===== src/core/acph_defines.svh =====
// Purpose: Constants of the ATA configuration and power command handler
// Assumes: 8-bit task-file registers on a 4-bit register address
// Notes: Offsets 8 and 9 are extra read-only views of the handler state
`ifndef ACPH_DEFINES_SVH
`define ACPH_DEFINES_SVH
`define ACPH_A_DATA 4'h0
`define ACPH_A_FEAT 4'h1
`define ACPH_A_SC 4'h2
`define ACPH_A_SN 4'h3
`define ACPH_A_CL 4'h4
`define ACPH_A_CH 4'h5
`define ACPH_A_CDH 4'h6
`define ACPH_A_CMD 4'h7
`define ACPH_A_CFG 4'h8
`define ACPH_A_MODE 4'h9
`define ACPH_C_SETF 8'hEF
`define ACPH_C_SETM 8'hC6
`define ACPH_C_SLP0 8'h99
`define ACPH_C_SLP1 8'hE6
`define ACPH_C_STB0 8'h96
`define ACPH_C_STB1 8'hE2
`define ACPH_C_STBI0 8'h94
`define ACPH_C_STBI1 8'hE0
`define ACPH_C_XLAT 8'h87
`define ACPH_F_8ON 8'h01
`define ACPH_F_XMODE 8'h03
`define ACPH_F_LADIS 8'h55
`define ACPH_F_NOP0 8'h69
`define ACPH_F_8OFF 8'h81
`define ACPH_F_NOP1 8'h96
`define ACPH_F_NOP2 8'h97
`define ACPH_F_CUR 8'h9A
`define ACPH_T_PIODEF 5'h00
`define ACPH_T_PIOFC 5'h01
`define ACPH_T_DMA 5'h04
`define ACPH_M_DEF 3'h0
`define ACPH_M_NORDY 3'h1
`define ACPH_S_BSY 7
`define ACPH_S_DRDY 6
`define ACPH_S_DRQ 3
`define ACPH_S_ERR 0
`define ACPH_E_ABRT 2
`define ACPH_B_CYLH 9'h000
`define ACPH_B_CYLL 9'h001
`define ACPH_B_HEAD 9'h002
`define ACPH_B_SECT 9'h003
`define ACPH_B_LBA2 9'h004
`define ACPH_B_LBA1 9'h005
`define ACPH_B_LBA0 9'h006
`define ACPH_B_ERASED 9'h013
`define ACPH_B_HOT2 9'h018
`define ACPH_B_HOT1 9'h019
`define ACPH_B_HOT0 9'h01A
`define ACPH_B_LAST 9'h1FF
`define ACPH_V_ERASED 8'hFF
`define ACPH_V_NOTERASED 8'h00
`define ACPH_IDLE_MS 5
`define ACPH_NS_PER_MS 1000000
`define ACPH_CLK_NS 4
`endif


===== src/core/acph_pkg.sv =====
// Purpose: Types of the ATA configuration and power command handler
// Assumes: Nothing beyond the defines header
// Notes: The whole handler state is one packed struct
package acph_pkg;
    typedef enum logic [2:0] {
        ACPH_IDLE = 3'b001,
        ACPH_EXEC = 3'b010,
        ACPH_XFER = 3'b100
    } acph_st_t;

    typedef struct packed {
        acph_st_t st;
        logic [7:0] cmd;
        logic [7:0] feat;
        logic [7:0] sc;
        logic [7:0] sn;
        logic [7:0] cl;
        logic [7:0] ch;
        logic [7:0] cdh;
        logic abrt;
        logic irq;
        logic sleep;
        logic eight;
        logic la_dis;
        logic iordy_dis;
        logic [2:0] pio;
        logic [2:0] dma;
        logic [7:0] pwr;
        logic mult_en;
        logic [7:0] mult_cnt;
        logic [31:0] idle;
        logic [8:0] idx;
        logic erased;
        logic [23:0] hot;
        logic [15:0] rdata;
        logic iois16_n;
    } acph_s_t;
endpackage


===== src/core/acph_handler.sv =====
// Purpose: Task-file command handler for feature setup, block count and power
// Assumes: Register port and media inputs are on clk_i
// Notes: Data register returns the sector information buffer
// Behaviour
// - Command EFh applies the feature in feature register, parameter in count.
// - Feature 01h moves data on low byte only, 16-bit indicator stays off.
// - Feature 81h returns data register transfers to 16 bits.
// - Feature 03h count byte: upper five bits type, lower three bits mode.
// - Type decode: default PIO, no-ready PIO, flow-control PIO, multi-word DMA.
// - One PIO and one DMA mode held; a new selection replaces the old.
// - Feature 9Ah count is quarter of current limit; pick fastest fitting setting.
// - After 9Ah, lowest accepted value in cylinder low, highest in cylinder high.
// - After power-up run at highest performance until a limit is set.
// - Out-of-range current values are accepted and clamped, no error.
// - 55h disables look-ahead; 69h, 96h, 97h accepted with no effect.
// - Command C6h raises busy and takes the count as sectors per block.
// - Supported count is stored and enabled; otherwise abort and disable.
// - Count zero disables multiple transfers; disabled after power-on.
// - Commands 99h and E6h set busy, sleep, clear busy, interrupt.
// - Any new command written while asleep wakes the device and runs.
// - An idle timer of five milliseconds puts the device to sleep.
// - Standby 96h, E2h and immediate 94h, E0h sleep and interrupt at once.
// - Command 87h returns a 512-byte information buffer for the addressed sector.
// - Buffer holds cylinder, head, sector, then logical address MSB first.
// - Buffer holds erased flag at 13h and erase count at 18h-1Ah.
`timescale 1ns/1ps
`default_nettype none
`include "acph_defines.svh"

module acph_handler
    import acph_pkg::*;
#(
    parameter int unsigned IDLE_CYC = `ACPH_IDLE_MS * `ACPH_NS_PER_MS / `ACPH_CLK_NS,
    parameter logic [7:0] CUR_MIN = 8'h05,
    parameter logic [7:0] CUR_MAX = 8'h19,
    parameter logic [7:0] MULT_MAX = 8'h01,
    parameter logic [2:0] PIO_MAX = 3'h7,
    parameter logic [2:0] DMA_MAX = 3'h7
) (
    input wire logic clk_i,
    input wire logic arst_n_i,
    input wire logic [3:0] addr_i,
    input wire logic [15:0] wdata_i,
    input wire logic wr_i,
    input wire logic rd_i,
    input wire logic sec_erased_i,
    input wire logic [23:0] hot_count_i,
    output logic [15:0] rdata_o,
    output logic irq_o,
    output logic iois16_n_o,
    output logic sleep_o,
    output logic eight_bit_o,
    output logic [2:0] pio_mode_o,
    output logic iordy_dis_o,
    output logic [2:0] dma_mode_o,
    output logic lookahead_dis_o,
    output logic [7:0] pwr_limit_o,
    output logic mult_en_o,
    output logic [7:0] mult_cnt_o
);
    localparam acph_s_t RST = '{
        st: ACPH_IDLE,
        pwr: CUR_MAX,
        iois16_n: 1'b1,
        default: '0
    };

    acph_s_t s_r;
    acph_s_t s_nxt;
    logic ex_setf;
    logic ex_setm;
    logic ex_slp;
    logic ex_stb;

    // One byte of the sector information buffer
    function automatic logic [7:0] buf_byte(input logic [8:0] i, input acph_s_t s);
        logic [7:0] b;
        b = 8'h00;
        if (i == `ACPH_B_CYLH) begin
            b = s.ch;
        end else if (i == `ACPH_B_CYLL) begin
            b = s.cl;
        end else if (i == `ACPH_B_HEAD) begin
            b = {4'h0, s.cdh[3:0]};
        end else if (i == `ACPH_B_SECT) begin
            b = s.sn;
        end else if (i == `ACPH_B_LBA2) begin
            b = s.ch;
        end else if (i == `ACPH_B_LBA1) begin
            b = s.cl;
        end else if (i == `ACPH_B_LBA0) begin
            b = s.sn;
        end else if (i == `ACPH_B_ERASED) begin
            b = s.erased ? `ACPH_V_ERASED : `ACPH_V_NOTERASED;
        end else if (i == `ACPH_B_HOT2) begin
            b = s.hot[23:16];
        end else if (i == `ACPH_B_HOT1) begin
            b = s.hot[15:8];
        end else if (i == `ACPH_B_HOT0) begin
            b = s.hot[7:0];
        end
        return b;
    endfunction

    always_comb begin
        s_nxt = s_r;
        s_nxt.rdata = '0;
        // Indicator is registered: low in the cycle after the data register is addressed in 16-bit mode, with or without a strobe
        s_nxt.iois16_n = !((addr_i == `ACPH_A_DATA) && !s_r.eight);

        if (wr_i) begin
            if (addr_i == `ACPH_A_FEAT) begin
                s_nxt.feat = wdata_i[7:0];
            end else if (addr_i == `ACPH_A_SC) begin
                s_nxt.sc = wdata_i[7:0];
            end else if (addr_i == `ACPH_A_SN) begin
                s_nxt.sn = wdata_i[7:0];
            end else if (addr_i == `ACPH_A_CL) begin
                s_nxt.cl = wdata_i[7:0];
            end else if (addr_i == `ACPH_A_CH) begin
                s_nxt.ch = wdata_i[7:0];
            end else if (addr_i == `ACPH_A_CDH) begin
                s_nxt.cdh = wdata_i[7:0];
            end else if (addr_i == `ACPH_A_CMD && s_r.st != ACPH_EXEC) begin
                // A new command aborts any buffer read and wakes from sleep
                s_nxt.cmd = wdata_i[7:0];
                s_nxt.st = ACPH_EXEC;
                s_nxt.abrt = 1'b0;
                s_nxt.irq = 1'b0;
                s_nxt.sleep = 1'b0;
            end
        end

        if (rd_i) begin
            if (addr_i == `ACPH_A_DATA) begin
                if (s_r.st == ACPH_XFER) begin
                    if (s_r.eight) begin
                        s_nxt.rdata = {8'h00, buf_byte(s_r.idx, s_r)};
                        s_nxt.idx = s_r.idx + 9'h001;
                    end else begin
                        s_nxt.rdata = {buf_byte(s_r.idx + 9'h001, s_r), buf_byte(s_r.idx, s_r)};
                        s_nxt.idx = s_r.idx + 9'h002;
                    end
                    if ((s_r.idx | {8'h00, !s_r.eight}) == `ACPH_B_LAST) begin
                        s_nxt.st = ACPH_IDLE;
                    end
                end
            end else if (addr_i == `ACPH_A_FEAT) begin
                s_nxt.rdata[`ACPH_E_ABRT] = s_r.abrt;
            end else if (addr_i == `ACPH_A_SC) begin
                s_nxt.rdata = {8'h00, s_r.sc};
            end else if (addr_i == `ACPH_A_SN) begin
                s_nxt.rdata = {8'h00, s_r.sn};
            end else if (addr_i == `ACPH_A_CL) begin
                s_nxt.rdata = {8'h00, s_r.cl};
            end else if (addr_i == `ACPH_A_CH) begin
                s_nxt.rdata = {8'h00, s_r.ch};
            end else if (addr_i == `ACPH_A_CDH) begin
                s_nxt.rdata = {8'h00, s_r.cdh};
            end else if (addr_i == `ACPH_A_CMD) begin
                // Status read acknowledges the host interrupt
                s_nxt.irq = 1'b0;
                s_nxt.rdata[`ACPH_S_BSY] = (s_r.st == ACPH_EXEC);
                s_nxt.rdata[`ACPH_S_DRDY] = 1'b1;
                s_nxt.rdata[`ACPH_S_DRQ] = (s_r.st == ACPH_XFER);
                s_nxt.rdata[`ACPH_S_ERR] = s_r.abrt;
            end else if (addr_i == `ACPH_A_CFG) begin
                s_nxt.rdata = {8'h00, s_r.mult_en, s_r.sleep, s_r.eight, s_r.la_dis,
                               s_r.iordy_dis, s_r.abrt, 2'b00};
            end else if (addr_i == `ACPH_A_MODE) begin
                s_nxt.rdata = {s_r.mult_cnt, 2'b00, s_r.dma, s_r.pio};
            end
        end

        case (s_r.st)
            ACPH_IDLE: begin
                // Any register access restarts the idle period
                if (wr_i || rd_i || s_r.sleep) begin
                    s_nxt.idle = '0;
                end else if (s_r.idle == IDLE_CYC - 1) begin
                    s_nxt.idle = '0;
                    s_nxt.sleep = 1'b1;
                end else begin
                    s_nxt.idle = s_r.idle + 32'h0000_0001;
                end
            end
            ACPH_EXEC: begin
                // Busy lasts one cycle; completion raises the interrupt
                s_nxt.st = ACPH_IDLE;
                s_nxt.irq = 1'b1;
                s_nxt.idle = '0;
                case (s_r.cmd)
                    `ACPH_C_SETF: begin
                        case (s_r.feat)
                            `ACPH_F_8ON: begin
                                s_nxt.eight = 1'b1;
                            end
                            `ACPH_F_8OFF: begin
                                s_nxt.eight = 1'b0;
                            end
                            `ACPH_F_XMODE: begin
                                case (s_r.sc[7:3])
                                    `ACPH_T_PIODEF: begin
                                        if (s_r.sc[2:0] == `ACPH_M_DEF) begin
                                            s_nxt.pio = 3'h0;
                                            s_nxt.iordy_dis = 1'b0;
                                        end else if (s_r.sc[2:0] == `ACPH_M_NORDY) begin
                                            s_nxt.pio = 3'h0;
                                            s_nxt.iordy_dis = 1'b1;
                                        end else begin
                                            s_nxt.abrt = 1'b1;
                                        end
                                    end
                                    `ACPH_T_PIOFC: begin
                                        if (s_r.sc[2:0] <= PIO_MAX) begin
                                            s_nxt.pio = s_r.sc[2:0];
                                            s_nxt.iordy_dis = 1'b0;
                                        end else begin
                                            s_nxt.abrt = 1'b1;
                                        end
                                    end
                                    `ACPH_T_DMA: begin
                                        if (s_r.sc[2:0] <= DMA_MAX) begin
                                            s_nxt.dma = s_r.sc[2:0];
                                        end else begin
                                            s_nxt.abrt = 1'b1;
                                        end
                                    end
                                    default: begin
                                        s_nxt.abrt = 1'b1;
                                    end
                                endcase
                            end
                            `ACPH_F_LADIS: begin
                                s_nxt.la_dis = 1'b1;
                            end
                            `ACPH_F_NOP0, `ACPH_F_NOP1, `ACPH_F_NOP2: begin
                                s_nxt.abrt = 1'b0;
                            end
                            `ACPH_F_CUR: begin
                                // Highest setting that fits the limit, clamped
                                if (s_r.sc < CUR_MIN) begin
                                    s_nxt.pwr = CUR_MIN;
                                end else if (s_r.sc > CUR_MAX) begin
                                    s_nxt.pwr = CUR_MAX;
                                end else begin
                                    s_nxt.pwr = s_r.sc;
                                end
                                s_nxt.cl = CUR_MIN;
                                s_nxt.ch = CUR_MAX;
                            end
                            default: begin
                                s_nxt.abrt = 1'b1;
                            end
                        endcase
                    end
                    `ACPH_C_SETM: begin
                        if (s_r.sc == 8'h00) begin
                            s_nxt.mult_en = 1'b0;
                            s_nxt.mult_cnt = 8'h00;
                        end else if (s_r.sc <= MULT_MAX) begin
                            s_nxt.mult_en = 1'b1;
                            s_nxt.mult_cnt = s_r.sc;
                        end else begin
                            s_nxt.mult_en = 1'b0;
                            s_nxt.mult_cnt = 8'h00;
                            s_nxt.abrt = 1'b1;
                        end
                    end
                    `ACPH_C_SLP0, `ACPH_C_SLP1: begin
                        s_nxt.sleep = 1'b1;
                    end
                    `ACPH_C_STB0, `ACPH_C_STB1, `ACPH_C_STBI0, `ACPH_C_STBI1: begin
                        s_nxt.sleep = 1'b1;
                    end
                    `ACPH_C_XLAT: begin
                        s_nxt.st = ACPH_XFER;
                        s_nxt.idx = 9'h000;
                        s_nxt.erased = sec_erased_i;
                        s_nxt.hot = hot_count_i;
                    end
                    default: begin
                        s_nxt.abrt = 1'b1;
                    end
                endcase
            end
            ACPH_XFER: begin
                s_nxt.idle = '0;
            end
            default: begin
                s_nxt.st = ACPH_IDLE;
            end
        endcase
    end

    always_ff @(posedge clk_i or negedge arst_n_i) begin
        if (!arst_n_i) begin
            s_r <= RST;
        end else begin
            s_r <= s_nxt;
        end
    end

    assign rdata_o = s_r.rdata;
    assign irq_o = s_r.irq;
    assign iois16_n_o = s_r.iois16_n;
    assign sleep_o = s_r.sleep;
    assign eight_bit_o = s_r.eight;
    assign pio_mode_o = s_r.pio;
    assign iordy_dis_o = s_r.iordy_dis;
    assign dma_mode_o = s_r.dma;
    assign lookahead_dis_o = s_r.la_dis;
    assign pwr_limit_o = s_r.pwr;
    assign mult_en_o = s_r.mult_en;
    assign mult_cnt_o = s_r.mult_cnt;

    assign ex_setf = (s_r.st == ACPH_EXEC) && (s_r.cmd == `ACPH_C_SETF);
    assign ex_setm = (s_r.st == ACPH_EXEC) && (s_r.cmd == `ACPH_C_SETM);
    assign ex_slp = (s_r.st == ACPH_EXEC)
                    && (s_r.cmd == `ACPH_C_SLP0 || s_r.cmd == `ACPH_C_SLP1);
    assign ex_stb = (s_r.st == ACPH_EXEC)
                    && (s_r.cmd == `ACPH_C_STB0 || s_r.cmd == `ACPH_C_STB1
                        || s_r.cmd == `ACPH_C_STBI0 || s_r.cmd == `ACPH_C_STBI1);
endmodule
`default_nettype wire


===== config.mk =====
export PLATFORM = sky130hd
export DESIGN_NAME = acph_handler
export DESIGN_NICKNAME = d
export VERILOG_FILES = /design/src/core/acph_pkg.sv /design/src/core/acph_handler.sv
export VERILOG_INCLUDE_DIRS = /design/src /design/src/core
export SDC_FILE = /design/constraint.sdc
export NUM_CORES = 1
export LEC_CHECK = 0
export ABC_AREA = 1
export BUFFER_PORTS_ARGS = -buffer_cell sky130_fd_sc_hd__buf_2
export CAP_MARGIN = 10
export CORE_MARGIN = 2
export CORE_UTILIZATION = 60
export CTS_CLUSTER_DIAMETER = 60
export DETAILED_ROUTE_END_ITERATION = 12
export GPL_ROUTABILITY_DRIVEN = 0
export GPL_TIMING_DRIVEN = 1
export PLACE_DENSITY = 0.8
export SLEW_MARGIN = 5
export SYNTH_ARGS = -nofsm -noshare
export SYNTH_HDL_FRONTEND = slang
export SYNTH_SLANG_ARGS = --single-unit

===== constraint.sdc =====
create_clock -name clk_i -period 3.1 [get_ports clk_i]
set_clock_uncertainty 0.05 [all_clocks]
set_input_delay 0.62 -clock clk_i [delete_from_list [all_inputs] [get_ports clk_i]]
set_output_delay 0.62 -clock clk_i [all_outputs]
set_load 0.005 [all_outputs]

==> impl_metrics.ini, run 1 <==
[cells_and_area]
stdcell_count = 1847
fillers = 1501
syn2layout_area_growth_pct = 9.739
nets = 1666
layout-drive-gt1-share_pct = 11.65
final_area_um2 = 11810
multi_input_area_um2 = 5175
seqCellArea_um2 = 4285
antennaDiodeCount = 0

[critical_path]
worst-path-buf-inv = 3
max_stage_delay_ns = 0.46
required_ns = 3.36
critPathMaxFanout = 8
arrival_ns = 3.17
slowest_stage = dfrtp_1
ff2ff_path_depth = 18
worstSetupPathType = reg2reg
crit_cells = 18
cpMostUsedCell = nand2_1
path_cells = inv_1 > ha_1 > inv_1 > nor2_4 > inv_1 > nor3_4 > nand2_1 > o31ai_1 > nand2_1 > nand3_1 > nand2_1 > nand3_1 > nand2_1 > nand2_1 > nand2_1 > nand2_1 > nand2_1 > a21oi_1
critPathLaunchType = flip-flop
crit_family = simple AND/OR/NAND/NOR gates
crit_path_end_kind = flip-flop

[global_route]
grt_pass1_wl_um = 47900
antenna_found_initial = 0
overflow = 0
grt_pass1_vias = 9766
grtUsageTotal_pct = 32.44
grt_max_degree = 57

[synth]
ys_seq_area_share_pct = 39.81
synth_top_cell_area_share_pct = 38.59
synth.largest_area_cell = dfrtp_1
synth_fp_nets = 1613
synth_compound_area_share_pct = 16.63
synth_xor_area_share_pct = 1.139
yosys-mux-area-fraction_pct = 0
synthFlopType = dfrtp_1
syn_area_um2 = 10770
ys_warn_count = 0
syn_avg_cell_area_um2 = 6.919
synthAdderAreaFrac_pct = 0.9298
ys_top_cells_by_area = dfrtp_1, nand2_1, inv_1, o21ai_0, a21oi_1
synth_common_cells = nand2_1, inv_1, dfrtp_1
synth_top_family_by_area = simple AND/OR/NAND/NOR gates
synthSimpleGateAreaFrac_pct = 29.24
synth-seq-cells = 171
syn_inst = 1556
synth_most_common_cell = nand2_1
synth_cell_type_count = 48
synthArstFlopShare_pct = 100.0
synth_edf_count = 0

[floorplanning]
fp.coreArea_um2 = 17420
dieHeight_um = 138.0
die_area_um2 = 19030
start_util_pct = 61.81
rows = 48
io_pins = 94
die_x_um = 138.0

[placement]
dpl.hpwl_um = 22130
post_dp_cell_area_um2 = 11230
dpl.cell_count = 1815
port-buffer-count = 85

[timing]
hold_viol_final = 0
tightest_slew_ns = 0.6526
max_freq_mhz = 343.1
finalCritPeriodShare_pct = 94.03
setup_tns_ns = 0
maxSlewViolCount = 0
relSlewSlack_pct = 56.44
setup_viol = 0
min_period_ns = 2.915
rsz0062_at_grt = false

[flow_run]
drv_cap = 0

[clock_tree]
cts-root-buf = clkbuf_16
holdBufCountCts = 0
cts_made_buffers = 17
tritoncts = yes
clk_latency_ns = 0.44
cts_sinks = 171
clkTransAtPathRegs_ns = 0.07
cts_buffer_depth = 2
cts_max_level = 4

[routing]
met3WireLength_um = 2926
highest_layer = met4
drc_errors = 0
ant_nets = 0
wire_per_inst_um = 16.29
wl_met2_um = 13790
drtIter0Drc = 1136
drt_wl_total_um = 30080
first_pass_iters = 6
num_vias = 10620
viasPerCell = 5.751
wl_met1_um = 12430

[power_and_ir_drop]
vdd_drop_max_mv = 0.4285
pwr_density_cell_nw_per_um2 = 480.5
cellLeakagePower_uw = 0.005831
total_power_uw = 5676

[min_path]
hp-class = in2async

[run_status]
outcome = finished clean
## routing by layer
| layer | GRT usage, % | vias to the layer above |
|---|---|---|
| met1 | 43.18 | 4909 |
| met5 | 0 | - |
| li1 | - | 5114 |
| met3 | 7.493 | 91 |
| met4 | 12.07 | 0 |
| met2 | 51.84 | 509 |
## logic make-up (layout without fill, tap and decap cells)
kind of cell	after synthesis	count (layout)
AOI/OAI and AO/OA	321	321
xor gates and xnor gates	14	14
adders and majority gates	8	8
buffers and inverters	310	376
DFF	171	171
and+or+nand+nor	732	732
## worst paths after layout
| kind | slack, ns | endpoint | from |
|---|---|---|---|
| worst max-delay path | 0.19 | rdata_o[6] | s_r[43] |
| worst min-delay path | 0.09 | s_r[20] | arst_n_i |
| worst max register to register | 0.19 | rdata_o[6] | s_r[43] |
| worst min register to register | 0.43 | eight_bit_o | s_r[159] |
| max in group asynchronous | 2.09 | pwr_limit_o[4] | arst_n_i |
| min in group clk_i | 0.34 | s_r[37] | hot_count_i[20] |
## per-stage QoR
stage | hold slack, ns | worst slack [ns] | utilization (%)
4_1_cts | 0.1242 | 0.1954 | 67.77
3_5_place_dp | 0.4092 | 0.2138 | 64.46
5_1_grt | 0.1352 | 0.04586 | 67.83
2_1_floorplan | 0.2744 | 0.7856 | -
3_3_place_gp | 0.3816 | 0.3915 | 64.46
6_report | 0.08864 | 0.1851 | 67.83
## state kept, by name, summed over array words and instances (netlist names)
signal	cells
s_r	126
rdata_o	16
mult_cnt_o	8
pwr_limit_o	8
dma_mode_o	3
pio_mode_o	3
eight_bit_o	1
iois16_n_o	1
iordy_dis_o	1
irq_o	1
lookahead_dis_o	1
mult_en_o	1
sleep_o	1
## layout by cell type (no fill, tap or decap), types with 17 or more instances in the layout
cell type	instances
nand3_1	68
nor3_1	31
inv_1	220
dfrtp_1	166
nand4_1	23
o21ai_0	140
nor2_1	122
clkbuf_16	17
a21oi_1	95
buf_2	84
nand2_1	440
## repair_timing
action                                  in CTS  in global routing
endpoints found under the setup margin       0                  5
buffers inserted                             0                  0
resized for setup                            0                  2
## report_power, final
part	internal (µW)	switching (µW)
combinational	260	634
clock	1070	1020
sequential	2450	247
## cell type report
cell class              instances  area share [%]
well taps                     225           2.383
clock buffers                  17           3.601
clock inverters                15           1.271
multi-input cells            1075           43.80
repair buffers                103           5.010
inverters                     241           7.657
flip-flops and latches        171           36.27
Note: power is estimated with default switching activity, not from simulation.
==> inputs of run 2 (changes only) <==
--- a/config.mk
+++ b/config.mk
@@ -10,12 +10,12 @@
 export BUFFER_PORTS_ARGS = -buffer_cell sky130_fd_sc_hd__buf_2
 export CAP_MARGIN = 10
 export CORE_MARGIN = 2
-export CORE_UTILIZATION = 60
+export CORE_UTILIZATION = 61
 export CTS_CLUSTER_DIAMETER = 60
 export DETAILED_ROUTE_END_ITERATION = 12
 export GPL_ROUTABILITY_DRIVEN = 0
 export GPL_TIMING_DRIVEN = 1
-export PLACE_DENSITY = 0.8
+export PLACE_DENSITY = 0.81
 export SLEW_MARGIN = 5
 export SYNTH_ARGS = -nofsm -noshare
 export SYNTH_HDL_FRONTEND = slang
==> run 2 against run 1 <==
Sequential cell count is the same; die area shrank 1.6%; largest power group unchanged; clock power grew 7%; total power grew 2.8%; global-route usage grew 1.0 points; sequential share of layout area shrank 0.12 points.
==> impl_metrics.ini, run 2 (same netlist as run 1, synthesis figures left out) <==
[run_status]
outcome = finished clean

[floorplanning]
die_area_um2 = 18730
io_pins = 94
dieHeight_um = 136.8
die_x_um = 136.8
fp.coreArea_um2 = 17300
start_util_pct = 62.24
rows = 48

[timing]
max_freq_mhz = 346.4
rsz0062_at_grt = false
finalCritPeriodShare_pct = 93.12
maxSlewViolCount = 0
relSlewSlack_pct = 54.19
hold_slack_ns = 0.06814
hold_viol_final = 0
min_period_ns = 2.887
tightest_slew_ns = 0.6819
setup_tns_ns = 0
setup_viol = 0

[routing]
ant_nets = 0
wire_per_inst_um = 16.58
viasPerCell = 5.837
first_pass_iters = 7
num_vias = 10790
drtIter0Drc = 1434
drc_errors = 0
drt_wl_total_um = 30640

[critical_path]
rr_startpoint = s_r[42]
r2r_slack_ns = 0.21
cp-startpoint = s_r[42]
critPathLaunchType = flip-flop
required_ns = 3.35
crit_path_end_kind = flip-flop
critPathMaxFanout = 7
worstSetupPathType = reg2reg
arrival_ns = 3.14

[clock_tree]
tritoncts = yes
cts_made_buffers = 17
cts_buffer_depth = 2
clk_latency_ns = 0.44
post-cts-setup-buffers = 0
holdBufCountCts = 0
cts-root-buf = clkbuf_16
cts_max_level = 4
cts_sinks = 171
cts_resized = 0
clkTransAtPathRegs_ns = 0.07

[power_and_ir_drop]
switching_power_uw = 1869
vdd_drop_max_mv = 0.4445
total_power_uw = 5836
p_int_uw = 3967
clkPwrFrac_pct = 38.1
switching_share_pct = 32.02
seqPwrFrac_pct = 46.2
combPwrFrac_pct = 15.6
pwr_density_cell_nw_per_um2 = 492.3
cellLeakagePower_uw = 0.005837

[global_route]
grt_pass1_vias = 10030
grt_pass1_wl_um = 48930
grtUsageTotal_pct = 33.46
antenna_found_initial = 0
overflow = 0
grt_max_degree = 50

[cells_and_area]
syn2layout_area_growth_pct = 10.11
regMostFlops = s_r
finish.utilization_pct = 68.53
mostFrequentLayoutCell = nand2_1
layout-drive-gt1-share_pct = 11.65
largest_register_ffs = 126
fillers = 1432
nets = 1667
layout_common_cells = nand2_1, inv_1, dfrtp_1
antennaDiodeCount = 0
final_area_um2 = 11850

[placement]
port-buffer-count = 85
dpl.hpwl_um = 22360
post_dp_cell_area_um2 = 11230

[flow_run]
drv_cap = 0

[min_path]
hp-class = in2async
-- run 2: routing by layer --
layer	GRT usage (%)	vias to the layer above	share of wire, %
li1	-	5114	-
met1	44.15	4961	40
met2	53.72	611	47
met3	7.556	100	10
met4	13.06	0	3.3
met5	0	-	0
-- run 2: stage by stage --
| stage | worst slack (ns) | std cells |
|---|---|---|
| 4_1_cts | 0.2687 | 1848 |
| 2_1_floorplan | 0.7856 | 1556 |
| 3_3_place_gp | 0.3722 | 1816 |
| 6_report | 0.2132 | 1848 |
| 3_5_place_dp | 0.3495 | 1816 |
| 5_1_grt | 0.01296 | 1848 |
-- run 2: path summary, 6_finish.rpt --
kind                               end  cells past startpoint
hold reg to reg            eight_bit_o                      1
hold / removal                 s_r[40]                      1
min in group clk_i             s_r[35]                      3
setup / recovery           rdata_o[13]                     16
max in group asynchronous     s_r[168]                      2
setup reg to reg           rdata_o[13]                     16
-- run 2: cell type report --
class | instances | area (µm²) | share of cell area (%)
Multi-Input combinational cell | 1075 | 5169 | 43.60
Sequential cell | 171 | 4285 | 36.15
Inverter | 241 | 904.6 | 7.631
Clock inverter | 12 | 157.7 | 1.330
Tap cell | 225 | 281.5 | 2.375
Timing Repair Buffer | 104 | 599.3 | 5.056
Clock buffer | 20 | 456.7 | 3.853
-- run 2: power by group through the flow --
stage	combinational (µW)	sequential, µW	clock (µW)
after floorplan	562	2630	0
after CTS	885	2680	2240
final	913	2700	2230
after detailed placement	875	2720	0
after global placement	844	2710	0
after global routing	1000	2710	2340
-- run 2: worst max-delay path, cell delays in order, from the launching register on --
cell	delay (ns)
dfrtp_1	0.46
ha_1	0.25
inv_1	0.10
nor2_2	0.16
nand2_1	0.08
nand2_1	0.07
nand2_1	0.11
nor2_4	0.19
nand3_4	0.14
nor2_1	0.24
inv_2	0.09
a21oi_1	0.43
a21oi_1	0.08
nand2_1	0.11
nand2_1	0.06
nand2_1	0.06
a21oi_1	0.06
==> inputs of run 3 (changes only) <==
==> constraint.sdc (replaced) <==
create_clock -name clk_i -period 3.1 [get_ports clk_i]
set_clock_uncertainty 0.05 [all_clocks]
set_input_delay 0 -clock clk_i [delete_from_list [all_inputs] [get_ports clk_i]]
set_output_delay 0 -clock clk_i [all_outputs]
set_load 0.005 [all_outputs]
==> run 3 against run 2 <==
Routed wire length rose by 0.64%; worst setup slack better by 0.085 ns; critical path type unchanged; non-clock buffer count grew 35; cell count up 1.9%; total power down 1.1%; largest cell class unchanged; clock power is 4% lower; sequential share of layout area decreased by 0.92 points; via count rose by 2.1%.
==> impl_metrics.ini, run 3 (same netlist as run 1, synthesis figures left out) <==
[power_and_ir_drop]
vdd_drop_max_mv = 0.4392
cellLeakagePower_uw = 0.005973
pwr_density_cell_nw_per_um2 = 474.7

[cells_and_area]
antennaDiodeCount = 0
mostFrequentLayoutCell = nand2_1
layout_common_cells = nand2_1, inv_1, dfrtp_1
syn2layout_area_growth_pct = 12.99
finish.utilization_pct = 70.33
final_area_um2 = 12160
regMostFlops = s_r
nets = 1702
multi_input_area_um2 = 5175
largest_register_ffs = 126
fillers = 1447
layout-drive-gt1-share_pct = 11.40
seqCellArea_um2 = 4285

[timing]
worst_slack_ns = 0.2980
tightest_slew_ns = 0.7067
maxSlewViolCount = 0
max_freq_mhz = 356.9
finalCritPeriodShare_pct = 90.39
rsz0062_at_grt = false
setup_viol = 0
hold_viol_final = 0
min_period_ns = 2.802
relSlewSlack_pct = 52.89
setup_tns_ns = 0

[flow_run]
drv_cap = 0

[min_path]
hold-path-endpoint = rdata_o[8]
hold_path_depth = 6
min_from = addr_i[2]
hp-class = in2reg

[routing]
num_vias = 11020
first_pass_iters = 8
ant_nets = 0
drt_wl_total_um = 30840
drtIter0Drc = 1222
viasPerCell = 5.851
wire_per_inst_um = 16.38
drc_errors = 0

[placement]
post_dp_cell_area_um2 = 11210
dp_slack_ns = 0.3321
dpl.hpwl_um = 22100
port-buffer-count = 85

[floorplanning]
start_util_pct = 62.24
io_pins = 94
fp.coreArea_um2 = 17300
rows = 48
dieHeight_um = 136.8
die_area_um2 = 18730
die_x_um = 136.8

[critical_path]
cp-startpoint = s_r[42]
rr_startpoint = s_r[42]
ff2ff_path_depth = 16
critPathMaxFanout = 7
worst_r2r_endpoint = rdata_o[11]
critPathLaunchType = flip-flop
arrival_ns = 3.08
r2r_slack_ns = 0.30
crit_path_end_kind = flip-flop
worstSetupPathType = reg2reg
required_ns = 3.38

[global_route]
antenna_found_initial = 0
overflow = 0
grt_pass1_wl_um = 48960
grt_pass1_vias = 10170
grtUsageTotal_pct = 33.49
grt_max_degree = 76

[clock_tree]
tritoncts = yes
post-cts-setup-buffers = 0
cts_sinks = 171
cts_max_level = 4
cts-root-buf = clkbuf_16
clkTransAtPathRegs_ns = 0.07
cts_buffer_depth = 2
cts_made_buffers = 17
clk_latency_ns = 0.43

[run_status]
outcome = finished clean
[run 3: cell types whose count changed in the layout (fill, tap and decap cells not counted), moves of 2 or more]
cell,change
clkinv_2,+2
dlygate4sd3_1,+36
inv_6,+3
clkinvlp_4,+2
clkinv_4,-3
clkbuf_8,-2
[run 3: per-stage QoR]
stage                     power [µW]  hold WS (ns)  std cells
after floorplan                 3192       -0.3456       1556
after global placement          3564       0.02218       1815
after detailed placement        3589       0.02259       1815
after CTS                       5729       0.06342       1883
after global routing            5997        0.1558       1883
final                           5774       0.08456       1883
[run 3: area by class of cell]
cell class / count / area share, %
Tap cell: 225 / 2.314
Timing Repair Buffer: 139 / 7.725
Clock buffer: 17 / 3.497
Clock inverter: 15 / 1.255
Inverter: 241 / 7.437
Multi-Input combinational cell: 1075 / 42.54
Sequential cell: 171 / 35.23
[run 3: worst max path at each step]
stage / endpoint / slack, ns / depth (start not counted)
finish: rdata_o[11] / 0.30 / 16
global placement: rdata_o[6] / 0.38 / 18
CTS: rdata_o[0] / 0.29 / 18
floorplan: rdata_o[8] / 0.83 / 20
global route: rdata_o[15] / 0.01 / 16
detailed placement: rdata_o[6] / 0.33 / 18
[run 3: worst max-delay path, cell delays in order, from the launching register on]
cell     delay, ns
dfrtp_1       0.48
ha_1          0.24
inv_1         0.10
nor2_2        0.19
nand2_1       0.09
nand2_1       0.06
nand2_1       0.10
nor2_4        0.18
nand3_4       0.13
nor2_1        0.22
inv_2         0.09
a21oi_1       0.38
o21ai_1       0.12
nand2_1       0.09
nand2_1       0.06
nand2_1       0.06
nand2_1       0.05
[run 3: repair_timing]
action                     in CTS  in global routing
setup endpoints to repair       0                  4
hold endpoints to repair      140                  0
hold buffers                   36                  0
gates resized for setup         0                  2
[run 3: report_power, final]
part           internal (µW)  switching [µW]
sequential              2450             247
combinational            297             651
clock                   1130             997
[run 3: routing by layer]
metal	up-vias	GRT usage [%]	share of wire, %	wire length (µm)
li1	5190	-	-	-
met1	5105	43.84	40	12350
met2	604	54.61	47	14430
met3	118	7.000	9.7	2989
met4	0	13.12	3.5	1067
met5	-	0	0	0
